==> src/rtl/pio_consts.svh <==
// constants for the parallel i/o strobe and priority port
`ifndef PIO_CONSTS_SVH
`define PIO_CONSTS_SVH

// widths
`define PIO_BUS_W        12
`define PIO_ID_W         5
`define PIO_SENSE_W      4
`define PIO_CMD_W        4
`define PIO_VEC_W        10

// field positions on the shared bus (bus bit n of the word sits at index 11-n)
`define PIO_ID_HI        8
`define PIO_ID_LO        4
`define PIO_CMD_HI       3
`define PIO_CMD_LO       0
`define PIO_DATA_HI      3
`define PIO_DATA_LO      0

// reserved device identity
`define PIO_ID_NONE      5'h00

// command codes in bus bits 8-11
`define PIO_CMD_RD1      4'h0
`define PIO_CMD_WR1      4'h1
`define PIO_CMD_SKP1     4'h2
`define PIO_CMD_RRA      4'h3
`define PIO_CMD_RD2      4'h4
`define PIO_CMD_WR2      4'h5
`define PIO_CMD_SKP2     4'h6
`define PIO_CMD_WRA      4'h7
`define PIO_CMD_SF1      4'h8
`define PIO_CMD_CF1      4'h9
`define PIO_CMD_SKP3     4'ha
`define PIO_CMD_SF3      4'hb
`define PIO_CMD_CF3      4'hc
`define PIO_CMD_SKP4     4'hd
`define PIO_CMD_RD3      4'he
`define PIO_CMD_WIE      4'hf

// reset values
`define PIO_CTRL_A_RST   4'h0
`define PIO_IE_RST       4'h0
`define PIO_VEC_BASE_DEF 10'h000

`endif

==> src/rtl/pio_pkg.sv <==
// types shared by the parallel i/o port files
package pio_pkg;
  `include "pio_consts.svh"

  // pins after synchronising
  typedef struct packed {
    logic                        strobe_n;
    logic                        phase;
    logic                        transfer_timing_phase;
    logic                        pri_in;
    logic                        grant;
    logic [`PIO_SENSE_W-1:0]     sense;
    logic [`PIO_ID_W-1:0]        sel_id;
    logic [`PIO_BUS_W-1:0]       bus;
  } pio_pins_t;

  typedef enum logic [1:0] {
    PH_IDLE,
    PH_DECODED,
    PH_STROBE
  } pio_phase_t;

  // whole state of the port
  typedef struct packed {
    pio_phase_t                  phase;
    logic                        sel;
    logic                        claim;
    logic [`PIO_CMD_W-1:0]       cmd;
    logic [`PIO_SENSE_W-1:0]     ctrl_a;
    logic [`PIO_SENSE_W-1:0]     ie;
    logic [`PIO_SENSE_W-1:0]     sense;
    logic                        irq_req;
    logic                        phase_d;
    logic                        strobe_d;
    logic                        rd1;
    logic                        rd2;
    logic                        rd3;
    logic                        wr1;
    logic                        wr2;
    logic                        tt1_oe;
    logic                        tt2_oe;
    logic                        skip_cmd;
    logic                        skip_oe;
    logic                        priority_chain_out;
    logic                        bus_oe;
    logic [`PIO_BUS_W-1:0]       bus_out;
  } pio_state_t;
endpackage

==> src/rtl/pio_port.sv <==
// strobe, flag and priority logic of the parallel i/o port
`timescale 1ns/1ps
`include "pio_consts.svh"
module pio_port #(
  parameter logic [`PIO_VEC_W-1:0] VECTOR_BASE = `PIO_VEC_BASE_DEF
) (
  input  wire logic                     i_clk,
  input  wire logic                     i_resetn,
  input  wire logic                     i_io_strobe_n,
  input  wire logic                     i_first_transfer_phase,
  input  wire logic                     i_transfer_timing_phase,
  input  wire logic                     i_priority_enable_in,
  input  wire logic                     i_interrupt_grant_in,
  input  wire logic [`PIO_SENSE_W-1:0]  i_sense,
  input  wire logic [`PIO_ID_W-1:0]     i_select_id,
  input  wire logic [`PIO_BUS_W-1:0]    i_shared_bus,
  output logic [`PIO_BUS_W-1:0]         o_shared_bus_out,
  output logic                          o_shared_bus_oe,
  output logic [`PIO_SENSE_W-1:0]       o_flag,
  output logic                          o_read_strobe_one,
  output logic                          o_read_strobe_two,
  output logic                          o_read_strobe_three,
  output logic                          o_write_strobe_one,
  output logic                          o_write_strobe_two,
  output logic                          o_transfer_type_line_one_oe,
  output logic                          o_transfer_type_line_two_oe,
  output logic                          o_skip_or_irq_line_oe,
  output logic                          o_priority_chain_out
);
  pio_pkg::pio_pins_t  s;
  pio_pkg::pio_state_t r;
  pio_pkg::pio_state_t n;
  logic                phase_rise;
  logic                strobe_fall;
  logic                strobe_rise;
  logic [1:0]          vec_idx;

  // lowest numbered pending sense wins inside this element
  function automatic logic [1:0] first_idx(input logic [`PIO_SENSE_W-1:0] v);
    logic [1:0] idx;
    idx = 2'h0;
    for (int k = `PIO_SENSE_W - 1; k >= 0; k--) begin
      if (v[k]) begin
        idx = 2'(k);
      end
    end
    return idx;
  endfunction

  // commands that pull line one low in the first phase
  function automatic logic is_read_kind(input logic [`PIO_CMD_W-1:0] c);
    return (c == `PIO_CMD_RD1) || (c == `PIO_CMD_RD3) || (c == `PIO_CMD_RRA);
  endfunction

  // sense index tested by a skip command, valid flag in msb
  function automatic logic [2:0] skip_sel(input logic [`PIO_CMD_W-1:0] c);
    case (c)
      `PIO_CMD_SKP1: skip_sel = 3'h4;
      `PIO_CMD_SKP2: skip_sel = 3'h5;
      `PIO_CMD_SKP3: skip_sel = 3'h6;
      `PIO_CMD_SKP4: skip_sel = 3'h7;
      default:       skip_sel = 3'h0;
    endcase
  endfunction

  // all pins are asynchronous to i_clk
  pio_sync #(
    .W($bits(pio_pkg::pio_pins_t))
  ) u_sync (
    .i_clk    (i_clk),
    .i_resetn (i_resetn),
    .i_async  ({i_io_strobe_n, i_first_transfer_phase, i_transfer_timing_phase,
                i_priority_enable_in, i_interrupt_grant_in, i_sense, i_select_id, i_shared_bus}),
    .o_sync   (s)
  );

  // edges of the processor strobes
  assign phase_rise  = s.phase & ~r.phase_d;
  assign strobe_fall = ~s.strobe_n & r.strobe_d;
  assign strobe_rise = s.strobe_n & ~r.strobe_d;
  assign vec_idx     = first_idx(r.sense & r.ie);

  // next state of the whole port
  always_comb begin
    logic [2:0] sk;
    sk         = skip_sel(r.cmd);
    n          = r;
    n.phase_d  = s.phase;
    n.strobe_d = s.strobe_n;
    // new requests only counted while grant is low; a serviced
    // request may still fall so a claimed element cannot claim twice
    if (!s.grant) begin
      n.irq_req = |(r.sense & r.ie);
    end else begin
      n.irq_req = r.irq_req & (|(r.sense & r.ie));
    end
    n.priority_chain_out = s.pri_in & ~r.irq_req;
    // type lines only during the first phase
    if (!s.phase) begin
      n.tt1_oe = 1'b0;
      n.tt2_oe = 1'b0;
    end
    case (r.phase)
      pio_pkg::PH_IDLE, pio_pkg::PH_DECODED: begin
        if (phase_rise) begin
          n.cmd   = s.bus[`PIO_CMD_HI:`PIO_CMD_LO];
          n.sel   = (s.sel_id == s.bus[`PIO_ID_HI:`PIO_ID_LO]) && (s.sel_id != `PIO_ID_NONE);
          n.claim = s.grant & s.pri_in & r.irq_req;
          if (s.grant & s.pri_in & r.irq_req) begin
            n.tt1_oe = 1'b1;
            n.tt2_oe = 1'b1;
          end else if ((s.sel_id == s.bus[`PIO_ID_HI:`PIO_ID_LO]) && (s.sel_id != `PIO_ID_NONE)
                       && is_read_kind(s.bus[`PIO_CMD_HI:`PIO_CMD_LO])) begin
            n.tt1_oe = 1'b1;
          end
          n.phase = pio_pkg::PH_DECODED;
        end else if (r.phase == pio_pkg::PH_DECODED && strobe_fall) begin
          n.phase = pio_pkg::PH_STROBE;
          if (r.claim) begin
            n.bus_out = {VECTOR_BASE, vec_idx};
            n.bus_oe  = 1'b1;
            n.sense[vec_idx] = 1'b0;
          end else if (r.sel) begin
            case (r.cmd)
              `PIO_CMD_RD1: n.rd1 = s.transfer_timing_phase;
              `PIO_CMD_RD2: n.rd2 = s.transfer_timing_phase;
              `PIO_CMD_RD3: n.rd3 = s.transfer_timing_phase;
              `PIO_CMD_WR1: n.wr1 = ~s.transfer_timing_phase;
              `PIO_CMD_WR2: n.wr2 = ~s.transfer_timing_phase;
              `PIO_CMD_RRA: begin
                n.bus_out = {{(`PIO_BUS_W - `PIO_SENSE_W){1'b0}}, r.ctrl_a};
                n.bus_oe  = s.transfer_timing_phase;
              end
              `PIO_CMD_WRA: begin
                if (!s.transfer_timing_phase) begin
                  n.ctrl_a = s.bus[`PIO_DATA_HI:`PIO_DATA_LO];
                end
              end
              `PIO_CMD_WIE: begin
                if (!s.transfer_timing_phase) begin
                  n.ie = s.bus[`PIO_DATA_HI:`PIO_DATA_LO];
                end
              end
              `PIO_CMD_SF1: n.ctrl_a[0] = 1'b1;
              `PIO_CMD_CF1: n.ctrl_a[0] = 1'b0;
              `PIO_CMD_SF3: n.ctrl_a[2] = 1'b1;
              `PIO_CMD_CF3: n.ctrl_a[2] = 1'b0;
              default: begin
                if (sk[2] && r.sense[sk[1:0]]) begin
                  n.skip_cmd        = 1'b1;
                  n.sense[sk[1:0]] = 1'b0;
                end
              end
            endcase
          end
        end else if (r.phase == pio_pkg::PH_DECODED && !s.phase && !r.sel && !r.claim) begin
          n.phase = pio_pkg::PH_IDLE;
        end
      end
      pio_pkg::PH_STROBE: begin
        if (strobe_rise) begin
          n.rd1      = 1'b0;
          n.rd2      = 1'b0;
          n.rd3      = 1'b0;
          n.wr1      = 1'b0;
          n.wr2      = 1'b0;
          n.bus_oe   = 1'b0;
          n.skip_cmd = 1'b0;
          n.sel      = 1'b0;
          n.claim    = 1'b0;
          n.phase    = pio_pkg::PH_IDLE;
        end
      end
      default: n.phase = pio_pkg::PH_IDLE;
    endcase
    // sense set wins over any clear this cycle
    n.sense   = n.sense | s.sense;
    n.skip_oe = n.skip_cmd | n.irq_req;
  end

  always_ff @(posedge i_clk or negedge i_resetn) begin
    if (!i_resetn) begin
      r        <= '0;
      r.ctrl_a <= `PIO_CTRL_A_RST;
      r.ie     <= `PIO_IE_RST;
      r.phase  <= pio_pkg::PH_IDLE;
    end else begin
      r <= n;
    end
  end

  // outputs straight from the state flops
  assign o_shared_bus_out            = r.bus_out;
  assign o_shared_bus_oe             = r.bus_oe;
  assign o_flag                      = r.ctrl_a;
  assign o_read_strobe_one           = r.rd1;
  assign o_read_strobe_two           = r.rd2;
  assign o_read_strobe_three         = r.rd3;
  assign o_write_strobe_one          = r.wr1;
  assign o_write_strobe_two          = r.wr2;
  assign o_transfer_type_line_one_oe = r.tt1_oe;
  assign o_transfer_type_line_two_oe = r.tt2_oe;
  assign o_skip_or_irq_line_oe       = r.skip_oe;
  assign o_priority_chain_out        = r.priority_chain_out;
endmodule

==> src/rtl/pio_sync.sv <==
// two flip-flop synchroniser for a group of pin inputs
`timescale 1ns/1ps
module pio_sync #(
  parameter int W = 1
) (
  input  wire logic          i_clk,
  input  wire logic          i_resetn,
  input  wire logic [W-1:0]  i_async,
  output logic [W-1:0]       o_sync
);
  typedef struct packed {
    logic [W-1:0] meta;
    logic [W-1:0] sync;
  } pio_sync_st_t;

  pio_sync_st_t r;
  pio_sync_st_t n;

  // first stage feeds only the second
  always_comb begin
    n      = r;
    n.meta = i_async;
    n.sync = r.meta;
  end

  always_ff @(posedge i_clk or negedge i_resetn) begin
    if (!i_resetn) begin
      r <= '0;
    end else begin
      r <= n;
    end
  end

  assign o_sync = r.sync;
endmodule

==> config.mk <==
export PLATFORM = sky130hd
export DESIGN_NAME = pio_port
export DESIGN_NICKNAME = d
export VERILOG_FILES = /design/src/rtl/pio_pkg.sv /design/src/rtl/pio_port.sv /design/src/rtl/pio_sync.sv
export VERILOG_INCLUDE_DIRS = /design/src /design/src/rtl
export SDC_FILE = /design/constraint.sdc
export NUM_CORES = 1
export LEC_CHECK = 0
export BUFFER_PORTS_ARGS = -buffer_cell sky130_fd_sc_hd__buf_2
export CORE_AREA = 2 2 87 89
export DETAILED_ROUTE_END_ITERATION = 12
export DIE_AREA = 0 0 89 91
export GPL_ROUTABILITY_DRIVEN = 0
export PLACE_DENSITY = 0.73
export SYNTH_ARGS = -nofsm -noshare
export SYNTH_HDL_FRONTEND = slang
export SYNTH_HIERARCHICAL = 1
export SYNTH_SLANG_ARGS = --single-unit
==> constraint.sdc <==
create_clock -name i_clk -period 1.9 [get_ports i_clk]
set_clock_uncertainty 0.1 [all_clocks]
set_input_delay 0.285 -clock i_clk [delete_from_list [all_inputs] [get_ports i_clk]]
set_output_delay 0.285 -clock i_clk [all_outputs]
set_load 0.01 [all_outputs]
# == After elaboration in Yosys (flattened, before gate mapping) ==
# Index checks and enable logic that the tools add are counted.
# classes
n_bitwise,21
mux,61
eq_ne,35
reduce_logical,40
magnitude_cmp,4
# ops
cell,n
$mux 13,5
$reduce_and 7->1,9
$eq 4x4->1 const B,9
$mux 4,8
$mux 5,5
$mux 1,20
$mux 2,10
$eq 4x3->1 const B,4
$ne 2x2->1 const B,7
$and 4x4->4,3
$eq 4x2->1 const B,3
$pmux 3 s4,1
$reduce_or 12->1,1
$ne 2x1->1 const B,5
$pmux 5 s2,1
$logic_and 1x1->1,9
$logic_not 4->1,2
$not 4->4,2
$pmux 2 s2,2
$and 1x1->1,7
$not 1->1,7
$lt 2x3->1 const B,2
$mux 6,1
$pmux 1 s3,2
26 further kinds,36
# totals
wordCells,187
output_inout_bits,26
input_bits,28
ff_bits,98

# == Longest topological paths before layout ==
# depth
depth_word,16
mapped_depth,5
depth_no_buf,4

# == Cells and area by module ==
# The synthesis kept the hierarchy.
# modules_own_cells
module,cells_each,instances,area_each_um2
pio_port,218,1,2174.6
pio_sync,52,1,1301.2

# == Worst setup path after synthesis ==
# No wires, ideal clock.
# synth_path
kind,register to register
startpoint,reg r[45] (netlist bit)
endpoint,reg r[30] (netlist bit)
path_slack_ns,0.061
arrival_time_ns,1.614
period_less_slack_ns,1.839
stages_incl_launch_ff,5
path_cell_list,dfrtp_1 > and4bb_2 > nand3_2 > nor4_4 > mux2_2
# synth_between
elab_chain_cells,3
# synth_lines
element,line,text
start: declaration,pio_port.sv:31,pio_pkg::pio_state_t r;
start signal: assignment,pio_port.sv:188,r <= n;
$eq 2x1->1 or $logic_not 2->1 (tied branches),"pio_port.sv:103, pio_port.sv:117",
$reduce_or 2->1 or $logic_and 1x1->1 (tied branches),"pio_port.sv:103, pio_port.sv:117",
$reduce_and 7->1 (no source line) (*),--,
# Every way passes the cells marked *; elsewhere a longest branch is shown, timed or not.
# A chain may end at the register's enable or synchronous reset.

# == Worst setup path after layout ==
# layout_path
startpoint,reg r[45] (netlist bit)
endpoint,"reg r, in the netlist o_flag[3]"
# Same word-level chain as after synthesis.

==> impl_summary.log <==
INFO  metric layout_min_cycle_time = 1.82 ns
INFO  metric effective_utilization_at_floorplan = 46.6%
INFO  metric dpl_worst_slack = 0.0426 ns
INFO  metric outcome = completed
INFO  metric crit_slowest_cell = nor4_2
INFO  metric floorplan.rows = 31
INFO  metric gr-usage-all-layers = 17.2%
INFO  metric cp_num_cells = 4
INFO  metric max_clock_freq = 550 MHz
INFO  metric hold_violations = 0
INFO  metric ios = 54
INFO  metric tritoncts_num_sinks = 84
INFO  metric drive_gt1_share = 29.8%
INFO  metric crit_path_required_time = 2.04 ns
INFO  metric route.detailed.drc = 0
INFO  metric detailed_place_hpwl = 4460 um
INFO  metric finish.net_count = 375
INFO  metric grt_start_max_net_pins = 36
INFO  metric synth.cell_area = 3330 sq um
INFO  metric iter_0_drt_violations = 181
INFO  metric cp_cell_sequence = and4bb_2 > nand3_4 > nor4_2 > mux2_2
INFO  metric syn2layout_area_growth = 25.6%
INFO  metric maxCapViolations = 0
INFO  metric clk-insertion-delay-late = 0.35 ns
INFO  metric critical_path_buf_inv_count = 0
INFO  metric number_of_cts_inserted_buffers = 9
INFO  metric power_per_cell_area = 844 nW/um^2
INFO  metric worstSetupStartpoint = r[45]
INFO  metric htreeDepth = 3
INFO  metric placement.io_buffers = 42
INFO  metric cp_data_arrival_time = 1.96 ns
INFO  metric netlist_instances = 264
INFO  metric crit_type = reg2reg
INFO  metric first_global_vias = 2,184
INFO  metric grt_pass1_wl = 10,500 um
INFO  metric internal_reg_to_reg_setup_slack = 0.08 ns
INFO  metric crit_path_start_kind = flop
INFO  metric r2r-end = o_flag[3]
INFO  metric sum_of_overflow_across_all_layers_after_global_routing = 0
INFO  metric worst_setup_path_end_kind = flop
INFO  metric cts-root-buf = clkbuf_8
INFO  metric routed_wirelength = 6290 um
INFO  metric route.antenna.remaining_nets = 0
INFO  metric via_per_inst = 5.10
INFO  metric n_antenna_cell = 0
INFO  metric ir_drop = 0.524 mV
INFO  metric fin_ws = 0.0803 ns
INFO  metric timing.critical_path.slowest_cell_delay = 0.40 ns
INFO  metric antenna_found_initial = 0
INFO  metric cts_tree = done
INFO  metric dr_wl_cell = 13.9 um
INFO  metric die_width = 89 um
INFO  metric report.final.setup_viol = 0
INFO  metric grt_setup_unrepaired = yes
INFO  metric timing.final.crit_share = 95.8%
INFO  metric synth.avg_cell_area = 12.6 sq um
INFO  metric slew-limit-headroom = 57.6%
INFO  metric yosysWarningCount = 6
INFO  metric die_h = 91 um
INFO  metric reg2reg_from = r[45]
INFO  metric drt_first_pass_iters = 4
INFO  metric timing.hold.worst_path_depth = 0
INFO  metric number_of_vias_after_detailed_routing = 2,298
INFO  metric final_core_utilization = 58.5%
INFO  metric peak_fanout_along_the_critical_path = 3
INFO  metric holdCritPathClass = reg2reg
INFO  metric crit_end = o_flag[3]
INFO  metric cts_buffer_depth = 2
INFO  metric reg2reg_depth = 4
INFO  metric design.die.area = 8100 sq um
INFO  metric timing.hold.ws = 0.252 ns
INFO  metric critPathTopFamily = simple AND/OR/NAND/NOR gates
INFO  metric worst-slew-pin-transition = 0.621 ns
INFO  metric core_area = 7140 sq um
INFO  metric p_leak = 0.00185 uW
INFO  metric path_clk_slew = 0.09 ns
INFO  metric finalMaxSlewViolations = 0
==> power breakdown <==
part           switching (uW)  internal (uW)  total (uW)
Sequential               77.9           1860        1940
Combinational             204            187         391
Clock                     686            507        1190
==> flip-flops by register name, summed over array words and instances (netlist names), 4 cells and up <==
register and flops:
u_sync/n 23, o_shared_bus_out 4, o_flag 4, u_sync/o_sync 23
r 20
==> layer usage <==
metal  wire length, um  global-route usage, %  share of wire [%]
met4               161                   9.95                2.6
met3               400                   3.55                6.4
met5                 0                      0                  0
met2              2950                   24.4                 47
met1              2780                   24.3                 44
==> layout by cell type, fill, tap and decap left out, types with 3 or more instances in the layout <==
cell and count:
dfrtp_1 84, buf_2 41, dlygate4sd3_1 24, buf_4 21, nand2_1 19, mux2_2 13
o21ai_0 12, nor2b_1 11, nor2_1 10, clkbuf_8 9, nand3_1 8, nand2b_1 8
conb_1 8, a21o_1 5, inv_6 5, a22oi_1 4, a21oi_1 4, xnor2_1 4
inv_1 4, a32oi_1 4, a31oi_1 4, o41ai_1 3, o31ai_1 3
==> stage by stage <==
step	std cells	setup TNS [ns]	power (uW)	instance area [sq um]
global placement	409	0	2310	3700
finish	451	0	3530	4180
detailed placement	409	0	2320	3700
CTS	449	0	3560	4130
floorplan	271	0	2170	3350
global route	451	-0.0368	3720	4180
==> layout make-up <==
type                            instances  area [sq um]
Fill cell                             621          2960
Timing Repair Buffer                   87           623
Inverter                                4          15.0
Sequential cell                        84          2100
Clock inverter                          7          62.6
Tap cell                               99           124
Multi-Input combinational cell        161          1130
Clock buffer                            9           124
==> worst min path at each step <==
stage,slack [ns],from,endpoint
after global routing,0.26,u_sync/n[22],u_sync/o_sync[22]
after detailed placement,0.13,i_resetn,u_sync/n[4]
after CTS,0.25,u_sync/n[22],u_sync/o_sync[22]
after floorplan,-0.11,i_resetn,o_flag[0]
final,0.25,u_sync/n[20],u_sync/o_sync[20]
after global placement,0.12,i_resetn,u_sync/n[4]
==> what timing repair did <==
| action | CTS | global route |
|---|---|---|
| endpoints found under the hold margin | 52 | 0 |
| setup endpoints to repair | 0 | 12 |
| hold buffers | 24 | 0 |
| setup buffers | 0 | 2 |
| gates resized for setup | 0 | 8 |
Power figures use the tool's default switching activity.
